<file path="src/gdfs_pkg.sv">
// constants and types for the power-stage fault status register bank
//Contract
//- 32-bit read-only power-stage status register at E0h, resets to zero.
//- bit 31 reads the OR of all individual driver fault bits.
//- bit 30 reads 1 while a step-down regulator fault is present.
//- bit 28 reads 1 when the overcurrent flag or any switch overcurrent is detected (step-down overcurrent goes to bit 30).
//- bit 27 reads 0 when motor-supply power-on reset is detected, else 1.
//- bit 26 reads 1 while motor-supply overvoltage is detected.
//- bit 25 reads 1 when thermal warning or thermal shutdown is detected.
//- bit 23 reads 1 while thermal warning is detected.
//- bit 22 reads 1 while thermal shutdown is detected.
//- bits 21..16 flag switch overcurrent, C high first down to A low.
//- bit 14 reads 1 while a one-time-programmable memory error is detected.
//- bit 13 reads 1 while step-down regulator overcurrent is detected.
//- bit 12 reads 1 while step-down regulator undervoltage is detected.
//- bit 11 reads 1 while charge pump undervoltage is detected.
//- read-only controller fault status register exists at E2h.
package gdfs_pkg;

	// register addresses on the status port
	localparam logic [7:0] GDFS_ADDR_POWER = 8'hE0;
	localparam logic [7:0] GDFS_ADDR_CTRL = 8'hE2;

	// reset values
	localparam logic [31:0] GDFS_RESET_WORD = 32'h0000_0000;

	// field positions in the power-stage word
	localparam int GDFS_POS_SUMMARY = 31;
	localparam int GDFS_POS_STEPDOWN = 30;
	localparam int GDFS_POS_OVERCUR = 28;
	localparam int GDFS_POS_POR_N = 27;
	localparam int GDFS_POS_OVERVOLT = 26;
	localparam int GDFS_POS_THERMAL = 25;
	localparam int GDFS_POS_WARN = 23;
	localparam int GDFS_POS_SHUTDOWN = 22;
	localparam int GDFS_POS_SWITCH_LO = 16;
	localparam int GDFS_POS_OTP = 14;
	localparam int GDFS_POS_SD_OVERCUR = 13;
	localparam int GDFS_POS_SD_UNDERV = 12;
	localparam int GDFS_POS_PUMP_UV = 11;

	// individual fault bits gathered into the summary, and reserved bits
	localparam logic [31:0] GDFS_FAULT_MASK = 32'h56FF_7800;
	localparam logic [31:0] GDFS_RSVD_MASK = 32'h2100_87FF;

	// index of each detector condition in the sampled vector
	localparam int GDFS_COND_W = 16;
	localparam int GDFS_C_SWITCH_LO = 0;
	localparam int GDFS_C_OVERCUR = 6;
	localparam int GDFS_C_POR = 7;
	localparam int GDFS_C_OVERVOLT = 8;
	localparam int GDFS_C_WARN = 9;
	localparam int GDFS_C_SHUTDOWN = 10;
	localparam int GDFS_C_OTP = 11;
	localparam int GDFS_C_SD_OVERCUR = 12;
	localparam int GDFS_C_SD_UNDERV = 13;
	localparam int GDFS_C_PUMP_UV = 14;
	localparam int GDFS_C_STEPDOWN = 15;

	// status port sequencer states
	typedef enum logic [1:0] {
		GDFS_IDLE = 2'b01,
		GDFS_ANSWER = 2'b10
	} gdfs_state_type;

endpackage

</file>
<file path="src/gdfs_cond_sampler.sv">
// per-bit sampling flops for the detector condition inputs
`timescale 1ns/1ps
`default_nettype none
module gdfs_cond_sampler
	import gdfs_pkg::*;
(
	input wire logic clk_i,
	input wire logic rst_i,
	input wire logic [GDFS_COND_W-1:0] cond_i,
	output logic [GDFS_COND_W-1:0] sampled_o
);

	// one flop per detector, refreshed every clock
	genvar gi;
	generate
		for (gi = 0; gi < GDFS_COND_W; gi++)
		begin : g_bit
			always_ff @(posedge clk_i or posedge rst_i)
			begin
				if (rst_i)
					sampled_o[gi] <= 1'b0;
				else
					sampled_o[gi] <= cond_i[gi];
			end
		end
	endgenerate

endmodule
`default_nettype wire

</file>
<file path="src/gdfs_word_pack.sv">
// packs the sampled conditions into the power-stage status word
`timescale 1ns/1ps
`default_nettype none
module gdfs_word_pack
	import gdfs_pkg::*;
(
	input wire logic [GDFS_COND_W-1:0] sampled_i,
	output logic [31:0] word_o
);

	logic [31:0] fields;

	// individual fields; reserved bits stay zero
	always_comb
	begin
		fields = GDFS_RESET_WORD;
		fields[GDFS_POS_STEPDOWN] = sampled_i[GDFS_C_STEPDOWN] | sampled_i[GDFS_C_SD_OVERCUR]
			| sampled_i[GDFS_C_SD_UNDERV];
		fields[GDFS_POS_OVERCUR] = sampled_i[GDFS_C_OVERCUR] | (|sampled_i[GDFS_C_SWITCH_LO +: 6]);
		fields[GDFS_POS_POR_N] = ~sampled_i[GDFS_C_POR];
		fields[GDFS_POS_OVERVOLT] = sampled_i[GDFS_C_OVERVOLT];
		fields[GDFS_POS_THERMAL] = sampled_i[GDFS_C_WARN] | sampled_i[GDFS_C_SHUTDOWN];
		fields[GDFS_POS_WARN] = sampled_i[GDFS_C_WARN];
		fields[GDFS_POS_SHUTDOWN] = sampled_i[GDFS_C_SHUTDOWN];
		fields[GDFS_POS_SWITCH_LO +: 6] = sampled_i[GDFS_C_SWITCH_LO +: 6];
		fields[GDFS_POS_OTP] = sampled_i[GDFS_C_OTP];
		fields[GDFS_POS_SD_OVERCUR] = sampled_i[GDFS_C_SD_OVERCUR];
		fields[GDFS_POS_SD_UNDERV] = sampled_i[GDFS_C_SD_UNDERV];
		fields[GDFS_POS_PUMP_UV] = sampled_i[GDFS_C_PUMP_UV];
	end

	// summary over the individual fault bits, recomputed every cycle
	always_comb
	begin
		word_o = fields;
		word_o[GDFS_POS_SUMMARY] = |(fields & GDFS_FAULT_MASK);
	end

endmodule
`default_nettype wire

</file>
<file path="src/gdfs_fault_status.sv">
// power-stage and controller fault status registers with their read port
`timescale 1ns/1ps
`default_nettype none
module gdfs_fault_status
	import gdfs_pkg::*;
(
	input wire logic clk_i,
	input wire logic rst_i,
	// detector condition inputs, active high
	input wire logic stepdown_regulator_fault_i,
	input wire logic overcurrent_flag_i,
	input wire logic motor_supply_reset_i,
	input wire logic supply_overvoltage_flag_i,
	input wire logic thermal_warning_flag_i,
	input wire logic thermal_shutdown_flag_i,
	input wire logic phase_c_high_overcurrent_i,
	input wire logic phase_c_low_overcurrent_i,
	input wire logic phase_b_high_overcurrent_i,
	input wire logic phase_b_low_overcurrent_i,
	input wire logic phase_a_high_overcurrent_i,
	input wire logic phase_a_low_overcurrent_i,
	input wire logic otp_error_i,
	input wire logic stepdown_overcurrent_flag_i,
	input wire logic stepdown_undervoltage_flag_i,
	input wire logic pump_undervoltage_flag_i,
	// controller fault word from the control core
	input wire logic [31:0] controller_fault_i,
	// status register port
	input wire logic reg_rd_i,
	input wire logic reg_wr_i,
	input wire logic [7:0] reg_addr_i,
	output logic [31:0] reg_rdata_o,
	output logic reg_ack_o,
	output logic driver_fault_o
);

	logic [GDFS_COND_W-1:0] cond;
	logic [GDFS_COND_W-1:0] sampled;
	logic [31:0] next_power_word;
	logic [31:0] power_stage_fault_flags;
	logic [31:0] controller_fault_flags;
	gdfs_state_type state;
	gdfs_state_type next_state;
	logic request;
	logic [31:0] next_rdata;

	// gather detector inputs into one vector
	assign cond[GDFS_C_SWITCH_LO +: 6] = {phase_c_high_overcurrent_i, phase_c_low_overcurrent_i,
		phase_b_high_overcurrent_i, phase_b_low_overcurrent_i,
		phase_a_high_overcurrent_i, phase_a_low_overcurrent_i};
	assign cond[GDFS_C_OVERCUR] = overcurrent_flag_i;
	assign cond[GDFS_C_POR] = motor_supply_reset_i;
	assign cond[GDFS_C_OVERVOLT] = supply_overvoltage_flag_i;
	assign cond[GDFS_C_WARN] = thermal_warning_flag_i;
	assign cond[GDFS_C_SHUTDOWN] = thermal_shutdown_flag_i;
	assign cond[GDFS_C_OTP] = otp_error_i;
	assign cond[GDFS_C_SD_OVERCUR] = stepdown_overcurrent_flag_i;
	assign cond[GDFS_C_SD_UNDERV] = stepdown_undervoltage_flag_i;
	assign cond[GDFS_C_PUMP_UV] = pump_undervoltage_flag_i;
	assign cond[GDFS_C_STEPDOWN] = stepdown_regulator_fault_i;

	// sample the detectors on the system clock
	gdfs_cond_sampler u_sampler (
		.clk_i(clk_i),
		.rst_i(rst_i),
		.cond_i(cond),
		.sampled_o(sampled)
	);

	// build the status word from the sampled conditions
	gdfs_word_pack u_pack (
		.sampled_i(sampled),
		.word_o(next_power_word)
	);

	// power-stage register, read only, written by hardware each cycle
	always_ff @(posedge clk_i or posedge rst_i)
	begin
		if (rst_i)
			power_stage_fault_flags <= GDFS_RESET_WORD;
		else
			power_stage_fault_flags <= next_power_word;
	end

	// controller register, refreshed from the control core
	always_ff @(posedge clk_i or posedge rst_i)
	begin
		if (rst_i)
			controller_fault_flags <= GDFS_RESET_WORD;
		else
			controller_fault_flags <= controller_fault_i;
	end

	// summary output for a fault pin
	always_ff @(posedge clk_i or posedge rst_i)
	begin
		if (rst_i)
			driver_fault_o <= 1'b0;
		else
			driver_fault_o <= next_power_word[GDFS_POS_SUMMARY];
	end

	// a read or a write is taken only while idle
	assign request = (reg_rd_i | reg_wr_i) && (state == GDFS_IDLE);

	// port sequencer
	always_comb
	begin
		next_state = state;
		unique case (state)
			GDFS_IDLE:
			begin
				if (request)
					next_state = GDFS_ANSWER;
			end
			GDFS_ANSWER:
			begin
				next_state = GDFS_IDLE;
			end
			default:
			begin
				next_state = GDFS_IDLE;
			end
		endcase
	end

	// sequencer state register
	always_ff @(posedge clk_i or posedge rst_i)
	begin
		if (rst_i)
			state <= GDFS_IDLE;
		else
			state <= next_state;
	end

	// read data: reserved addresses and writes return zero
	always_comb
	begin
		next_rdata = GDFS_RESET_WORD;
		if (reg_rd_i)
		begin
			if (reg_addr_i == GDFS_ADDR_POWER)
				next_rdata = power_stage_fault_flags;
			else if (reg_addr_i == GDFS_ADDR_CTRL)
				next_rdata = controller_fault_flags;
		end
	end

	// answer one cycle after the request; writes are acknowledged and dropped
	always_ff @(posedge clk_i or posedge rst_i)
	begin
		if (rst_i)
		begin
			reg_ack_o <= 1'b0;
			reg_rdata_o <= GDFS_RESET_WORD;
		end
		else
		begin
			reg_ack_o <= request;
			if (request)
				reg_rdata_o <= next_rdata;
		end
	end

	// checks on the status word and the port
	// field checks skip attempts that start in reset, while the pipeline still holds zeros

	chk_summary_or: assert property (@(posedge clk_i) disable iff (rst_i)
		!rst_i |-> ##2 (power_stage_fault_flags[GDFS_POS_SUMMARY] ==
		$past((|cond[GDFS_C_POR-1:0]) | (|cond[GDFS_COND_W-1:GDFS_C_POR+1]), 2)))
		else $error("summary bit differs from OR of fault inputs");

	chk_fault_pin: assert property (@(posedge clk_i) disable iff (rst_i)
		driver_fault_o == power_stage_fault_flags[GDFS_POS_SUMMARY])
		else $error("fault pin differs from summary bit");

	chk_reserved_zero: assert property (@(posedge clk_i) disable iff (rst_i)
		(power_stage_fault_flags & GDFS_RSVD_MASK) == 32'h0000_0000)
		else $error("reserved status bit set");

	chk_stepdown_fault: assert property (@(posedge clk_i) disable iff (rst_i)
		(!rst_i && stepdown_regulator_fault_i) |-> ##2 power_stage_fault_flags[GDFS_POS_STEPDOWN])
		else $error("step-down fault not reported");

	chk_stepdown_clear: assert property (@(posedge clk_i) disable iff (rst_i)
		(!rst_i && !stepdown_regulator_fault_i && !stepdown_overcurrent_flag_i && !stepdown_undervoltage_flag_i)
		|-> ##2 !power_stage_fault_flags[GDFS_POS_STEPDOWN])
		else $error("step-down bit set with no step-down fault");

	chk_overcurrent_all: assert property (@(posedge clk_i) disable iff (rst_i)
		(!rst_i && (overcurrent_flag_i || (|cond[GDFS_C_SWITCH_LO +: 6]))) |-> ##2 power_stage_fault_flags[GDFS_POS_OVERCUR])
		else $error("overall overcurrent not reported");

	chk_overcurrent_clear: assert property (@(posedge clk_i) disable iff (rst_i)
		(!rst_i && !overcurrent_flag_i && !(|cond[GDFS_C_SWITCH_LO +: 6]))
		|-> ##2 !power_stage_fault_flags[GDFS_POS_OVERCUR])
		else $error("overall overcurrent set with no overcurrent");

	chk_por_invert: assert property (@(posedge clk_i) disable iff (rst_i)
		!rst_i |-> ##2 (power_stage_fault_flags[GDFS_POS_POR_N] == !$past(motor_supply_reset_i, 2)))
		else $error("supply reset bit polarity wrong");

	chk_por_release: assert property (@(posedge clk_i) disable iff (rst_i)
		$fell(rst_i) |=> power_stage_fault_flags[GDFS_POS_POR_N])
		else $error("supply reset bit not high after reset");

	chk_overvolt_follow: assert property (@(posedge clk_i) disable iff (rst_i)
		!rst_i |-> ##2 (power_stage_fault_flags[GDFS_POS_OVERVOLT] == $past(supply_overvoltage_flag_i, 2)))
		else $error("overvoltage bit does not follow detector");

	chk_thermal_join: assert property (@(posedge clk_i) disable iff (rst_i)
		!rst_i |-> ##2 (power_stage_fault_flags[GDFS_POS_THERMAL] ==
		$past(thermal_warning_flag_i | thermal_shutdown_flag_i, 2)))
		else $error("thermal bit is not warning or shutdown");

	chk_warn_follow: assert property (@(posedge clk_i) disable iff (rst_i)
		(!rst_i && $rose(thermal_warning_flag_i)) |-> ##2 power_stage_fault_flags[GDFS_POS_WARN])
		else $error("thermal warning not reported");

	chk_warn_clear: assert property (@(posedge clk_i) disable iff (rst_i)
		(!rst_i && $fell(thermal_warning_flag_i)) |-> ##2 !power_stage_fault_flags[GDFS_POS_WARN])
		else $error("thermal warning bit did not clear");

	chk_shutdown_follow: assert property (@(posedge clk_i) disable iff (rst_i)
		!rst_i |-> ##2 (power_stage_fault_flags[GDFS_POS_SHUTDOWN] == $past(thermal_shutdown_flag_i, 2)))
		else $error("thermal shutdown bit does not follow detector");

	chk_switch_order: assert property (@(posedge clk_i) disable iff (rst_i)
		!rst_i |-> ##2 (power_stage_fault_flags[GDFS_POS_SWITCH_LO +: 6] == $past(cond[GDFS_C_SWITCH_LO +: 6], 2)))
		else $error("switch overcurrent bits misplaced");

	chk_otp_follow: assert property (@(posedge clk_i) disable iff (rst_i)
		!rst_i |-> ##2 (power_stage_fault_flags[GDFS_POS_OTP] == $past(otp_error_i, 2)))
		else $error("memory error bit does not follow detector");

	chk_sd_overcurrent: assert property (@(posedge clk_i) disable iff (rst_i)
		!rst_i |-> ##2 (power_stage_fault_flags[GDFS_POS_SD_OVERCUR] == $past(stepdown_overcurrent_flag_i, 2)))
		else $error("step-down overcurrent bit wrong");

	chk_sd_undervolt: assert property (@(posedge clk_i) disable iff (rst_i)
		!rst_i |-> ##2 (power_stage_fault_flags[GDFS_POS_SD_UNDERV] == $past(stepdown_undervoltage_flag_i, 2)))
		else $error("step-down undervoltage bit wrong");

	chk_pump_uv: assert property (@(posedge clk_i) disable iff (rst_i)
		!rst_i |-> ##2 (power_stage_fault_flags[GDFS_POS_PUMP_UV] == $past(pump_undervoltage_flag_i, 2)))
		else $error("charge pump undervoltage bit wrong");

	chk_reset_word: assert property (@(posedge clk_i) disable iff (rst_i)
		$fell(rst_i) |->
		(power_stage_fault_flags == GDFS_RESET_WORD && controller_fault_flags == GDFS_RESET_WORD))
		else $error("status register not zero after reset");

	chk_pins_reset: assert property (@(posedge clk_i) disable iff (rst_i)
		$fell(rst_i) |-> (!driver_fault_o && !reg_ack_o && reg_rdata_o == GDFS_RESET_WORD))
		else $error("port outputs not zero after reset");

	// port checks
	chk_power_read: assert property (@(posedge clk_i) disable iff (rst_i)
		(request && reg_rd_i && reg_addr_i == GDFS_ADDR_POWER) |=>
		(reg_ack_o && reg_rdata_o == $past(power_stage_fault_flags)))
		else $error("power-stage read returned wrong word");

	chk_ctrl_read: assert property (@(posedge clk_i) disable iff (rst_i)
		(request && reg_rd_i && reg_addr_i == GDFS_ADDR_CTRL) |=>
		(reg_ack_o && reg_rdata_o == $past(controller_fault_flags)))
		else $error("controller read returned wrong word");

	chk_ctrl_copy: assert property (@(posedge clk_i) disable iff (rst_i)
		!rst_i |-> ##1 (controller_fault_flags == $past(controller_fault_i)))
		else $error("controller register does not follow its input");

	chk_write_ignored: assert property (@(posedge clk_i) disable iff (rst_i)
		(request && !reg_rd_i) |=> (reg_ack_o && reg_rdata_o == 32'h0000_0000))
		else $error("write changed read data");

	chk_unmapped_zero: assert property (@(posedge clk_i) disable iff (rst_i)
		(request && reg_rd_i && reg_addr_i != GDFS_ADDR_POWER && reg_addr_i != GDFS_ADDR_CTRL) |=>
		(reg_ack_o && reg_rdata_o == GDFS_RESET_WORD))
		else $error("unlisted address returned data");

	chk_ack_single: assert property (@(posedge clk_i) disable iff (rst_i)
		reg_ack_o |=> !reg_ack_o)
		else $error("acknowledge held longer than one cycle");

	chk_ack_cause: assert property (@(posedge clk_i) disable iff (rst_i)
		reg_ack_o |-> $past(request))
		else $error("acknowledge without a taken request");

	chk_busy_refused: assert property (@(posedge clk_i) disable iff (rst_i)
		(state == GDFS_ANSWER && (reg_rd_i || reg_wr_i)) |=> !reg_ack_o)
		else $error("request during answer cycle was taken");

	chk_rdata_hold: assert property (@(posedge clk_i) disable iff (rst_i)
		(!rst_i && !$past(rst_i) && !$past(request)) |-> $stable(reg_rdata_o))
		else $error("read data changed without a request");

	chk_answer_idle: assert property (@(posedge clk_i) disable iff (rst_i)
		(state == GDFS_ANSWER) |=> (state == GDFS_IDLE))
		else $error("sequencer stayed in answer cycle");

	chk_state_onehot: assert property (@(posedge clk_i) disable iff (rst_i)
		$onehot(state))
		else $error("sequencer state not one-hot");

endmodule
`default_nettype wire

</file>
<file path="config.mk">
export PLATFORM = sky130hd
export DESIGN_NAME = gdfs_fault_status
export DESIGN_NICKNAME = d
export VERILOG_FILES = /design/src/gdfs_pkg.sv /design/src/gdfs_cond_sampler.sv /design/src/gdfs_word_pack.sv /design/src/gdfs_fault_status.sv
export SDC_FILE = /design/constraint.sdc
export NUM_CORES = 1
export LEC_CHECK = 0
export BUFFER_PORTS_ARGS = -buffer_cell sky130_fd_sc_hd__clkbuf_2
export CORE_MARGIN = 4
export CORE_UTILIZATION = 50
export DETAILED_ROUTE_END_ITERATION = 8
export HOLD_SLACK_MARGIN = 0.15
export PLACE_DENSITY = 0.77
export SYNTH_ARGS = -nofsm -noshare
export SYNTH_HDL_FRONTEND = slang
export SYNTH_SLANG_ARGS = --single-unit
</file>
<file path="constraint.sdc">
create_clock -name clk_i -period 3.5 [get_ports clk_i]
set_input_delay 0.525 -clock clk_i [delete_from_list [all_inputs] [get_ports clk_i]]
set_output_delay 0.525 -clock clk_i [all_outputs]
set_load 0.03 [all_outputs]
</file>
# Word level (Yosys, flattened, before mapping)
# Index checks and enable logic that the tools add are counted.
[op_classes]
add_sub_neg = 0
mul = 0
div = 0
magnitude_cmp = 0
n_eq_ne = 4
n_shift = 0
mux = 5
n_bitwise = 6
n_reduce_logical = 3
[ops]
columns = ["op", "n"]
rows = [
  ["32-bit 2-to-1 mux", 3],
  ["8-bit == test (second input constant)", 2],
  ["16-bit OR reduction", 1],
  ["6-bit OR reduction", 1],
  ["1-bit bitwise OR", 5],
  ["2-bit 2-to-1 mux", 2],
  ["2-bit by 1-bit == test with 1-bit output (second input constant)", 1],
  ["2-bit != test (second input constant)", 1],
  ["1-bit logical AND", 1],
  ["1-bit inverter", 1],
]
[totals]
reg_bits = 102
latch_bits = 0
mem_bits_rw = 0
mem_bits_ro = 0
out_inout_bits = 34
wordCells = 40
memories = 0

# Depth between registers and ports, before layout
[logic_depth]
ltp_word = 4
ltp_mapped = 5

# Cells and area by module
# Synthesis repeated with hierarchy kept, for this count alone.
[hier_totals]
hier_cells = 235
area_unflattened_um2 = 4083.9
[by_module_without_submodules]
columns = ["mod", "n_inst", "cells_per_inst", "area_each_um2", "seq_area_each_um2"]
rows = [
  ["gdfs_fault_status", 1, 181, 3417.0, 2478.6],
  ["gdfs_cond_sampler", 1, 17, 404.1, 400.4],
  ["gdfs_word_pack", 1, 37, 262.8, 0.0],
]

# Worst setup path after synthesis
# No wires, ideal clock.
[synth_path]
path_kind = "input to register"
startpoint = "input reg_addr_i[3]"
endpoint = "register reg_rdata_o[31]"
setup_ns = 0.075
arrival_ns = 1.771
path_slack_ns = 1.654
cell_stages = 5
n_path_buf = 2
cell_sequence = "or4b_4 or3_1 buf_6 buf_6 o2bb2ai_2"
[synth_via]
elab_chain_cells = 4
[synth_lines]
columns = ["element", "line", "source"]
rows = [
  ["start, declared", "gdfs_fault_status.sv:31", "input wire logic [7:0] reg_addr_i,"],
  ["8-bit == test", "gdfs_fault_status.sv:144", "else if (reg_addr_i == GDFS_ADDR_CTRL)"],
  ["32-bit 2-to-1 mux", "gdfs_fault_status.sv:144", ""],
  ["32-bit 2-to-1 mux *", "gdfs_fault_status.sv:142", "if (reg_addr_i == GDFS_ADDR_POWER)"],
  ["32-bit 2-to-1 mux *", "gdfs_fault_status.sv:140", "if (reg_rd_i)"],
  ["end signal, assigned", "gdfs_fault_status.sv:161", "reg_rdata_o <= next_rdata;"],
  ["end, declared", "gdfs_fault_status.sv:32", "output logic [31:0] reg_rdata_o,"],
]
# Mark *: on every way between the ends. The rest lies on a longest branch, timed or not.
# A chain may end at the register's enable or synchronous reset.

# Final worst setup path
[layout_path]
startpoint = "register state[0]"
endpoint = "register reg_rdata_o[23]"
[layout_via]
elab_chain_cells = 2
[layout_lines]
columns = ["element", "line", "source"]
rows = [
  ["start, declared", "gdfs_fault_status.sv:42", "gdfs_state_type state;"],
  ["start signal, assigned", "gdfs_fault_status.sv:133", "state <= next_state;"],
  ["2-bit by 1-bit == test with 1-bit output", "gdfs_fault_status.sv:104", "assign request = (reg_rd_i | reg_wr_i) && (state == GDFS_IDLE);"],
  ["1-bit logical AND", "gdfs_fault_status.sv:104", ""],
]
# No other way between the ends.

==> run_results.csv <==
group,metric,value,unit
floorplanning,die_w,88.3,µm
setup_path,worstPathArrival,2.34,ns
timing,setup_viol,0,
cts,post_cts_buffers,0,
setup_path,worstPathRequired,3.77,ns
floorplanning,row_count,28,
finish,diodes,0,
grt,grt-ovfl-total,0,
grt,grt_max_degree,69,
setup_path,reg2regPathDepth,3,
grt,grt_pass1_vias,1805,
timing,post-route-min-period,2.06,ns
synth,yosys_warnings,0,
finish,multiInputGateArea,633,µm²
setup_path,path_class,"register to register",
synth,synth_cell_types,21,
finish,drive_above_1_share,45.4,%
power,p_leak,2.01,nW
power,p_per_area,560,nW/µm²
routing,drtIter0Drc,54,
setup_path,worstPathMaxFanout,18,
placed_design,gp_congestion,0.767,
placed_design,io_buffer_count,93,
finish,syn_to_final_growth,23.8,%
finish,nNetsFinal,337,
setup_path,setup.worst_path.end_class,"register",
timing,slew_viol_final,0,
routing,dr_total_vias,1779,
synth,syn_area,3220,µm²
grt,antenna_found_initial,0,
timing,fmax,485,MHz
worst_hold_path,min_path_type,"input pin to register",
synth,ys_seq_area_share,78.5,%
grt,grt_usage,16.1,%
cts,tritoncts,"built",
floorplanning,ios,94,
cts,ctsHoldBuffers,0,
placed_design,dpl.hpwl,3940,µm
finish,fillers,455,
synth,synth-seq-cells,101,
timing,setup_tns,0,ns
routing,drtAntennaViolNets,0,
cts,clockBufferDepth,2,
run,drv_cap,0,
synth,avgSynthCellArea,18.1,µm²
cts,htreeDepth,3,
cts,clk_latency,0.35,ns
cts,cts_resized,0,
cts,cts_root_buf,"clkbuf_8",
timing,fin_worst_skew,0.00669,ns
synth,synth_cells,178,
power,vdd_drop_max,0.481,mV
cts,numCtsBuffers,9,
timing,finalHoldViolations,0,
routing,avgRoutedWirePerCell,15.9,µm
grt,grt_pass1_wl,9050,µm
timing,post-route-period-util,58.9,%
finish,seqCellArea,2530,µm²
setup_path,rrSetupSlack,1.44,ns
cts,clkSlewWorstSetupHoldPaths,0.09,ns
finish,final_cell_mix,"dfrtp_1, clkbuf_2, mux2i_1",
finish,final_cells,357,
routing,drc,0,
timing,slew_headroom,26.8,%
routing,routed_wl,5670,µm
setup_path,critPathLaunchType,"register",
floorplanning,dieHeight,88.3,µm
finish,mostFrequentLayoutCell,"dfrtp_1",
floorplanning,dieArea,7790,µm²
floorplanning,start_util,52.8,%
worst_hold_path,whs_path_depth,1,
routing,dr.pass1.iters,4,
run_status,status,"finished clean",
timing,worst_slew_pin_slew,1.09,ns
synth,syn-num-nets,238,
placed_design,dp_cells,341,
timing,rsz0062_at_grt,"false",
cts,cts_sinks,101,
floorplanning,coreArea,6100,µm²
routing,via_per_inst,4.98,
[logic make-up after synthesis]
logic type | share of synthesized area, %
simple gates | 2.91
compound gates | 10.8
buf+inv | 2.18
flops | 78.5
mux | 5.59
[metrics by stage]
stage | area, µm² | setup WS (ns) | hold WS [ns] | power (mW) | utilization (%)
2_1_floorplan | 3220 | 0.330 | 0.346 | 1.39 | -
3_3_place_gp | 3760 | 1.31 | 0.352 | 1.47 | 61.8
3_5_place_dp | 3760 | 1.25 | 0.352 | 1.47 | 61.8
4_1_cts | 3990 | 1.41 | 0.252 | 2.26 | 65.4
5_1_grt | 3990 | 1.33 | 0.235 | 2.34 | 65.4
6_report | 3990 | 1.44 | 0.268 | 2.23 | 65.4
[synthesized netlist by cell type (all sizes together)]
cell type / n / area (µm²)
or4: 2 / 15.0
mux2i: 18 / 180
nand4: 1 / 6.26
dfstp: 1 / 26.3
nor2b: 1 / 6.26
or2: 2 / 12.5
nor4: 2 / 18.8
nor3: 1 / 5.00
o2bb2ai: 18 / 220
dfrtp: 100 / 2500
or3: 2 / 12.5
inv: 5 / 18.8
buf: 7 / 47.5
nand2: 1 / 3.75
o21ai: 1 / 5.00
a22o: 14 / 123
clkbuf: 1 / 3.75
or4b: 1 / 13.8
[registers in the layout, indices dropped and copies added (netlist names)]
signal and flops:
controller_fault_flags 32, power_stage_fault_flags 18, reg_ack_o 1, reg_rdata_o 32, state 2, u_sampler.sampled_o 16
[metal layers]
metal,global-route usage (%),vias up,share of wire (%)
met2,24.6,65,48
met4,5.36,0,1.7
li1,-,834,-
met3,6.42,11,6.9
met1,21.2,869,43
met5,0,-,0
[report_power, final]
group | total [mW] | switching [mW] | internal, mW
Combinational | 0.199 | 0.137 | 0.0619
Clock | 0.788 | 0.379 | 0.409
Sequential | 1.25 | 0.0196 | 1.23
[critical path, stage by stage, from the launching register on]
cell and delay [ns]:
dfstp_2 0.53, or4b_4 0.47, or3_1 0.70, o2bb2ai_1 0.29
[layout make-up]
cell class / count / share of cell area [%]
Multi-Input combinational cell: 64 / 15.9
Tap cell: 75 / 2.35
Inverter: 5 / 0.534
Sequential cell: 101 / 63.4
Timing Repair Buffer: 96 / 12.2
Clock buffer: 10 / 3.20
Clock inverter: 6 / 2.35
[worst paths after layout]
kind / start / end
max in group asynchronous: rst_i / controller_fault_flags[10]
max reg2reg: state[0] / reg_rdata_o[23]
min: controller_fault_i[6] / controller_fault_flags[6]
max: state[0] / reg_rdata_o[23]
min in group asynchronous: rst_i / reg_rdata_o[5]
min reg2reg: u_sampler.sampled_o[13] / power_stage_fault_flags[12]
No activity file was read; power rests on OpenSTA's default activity.
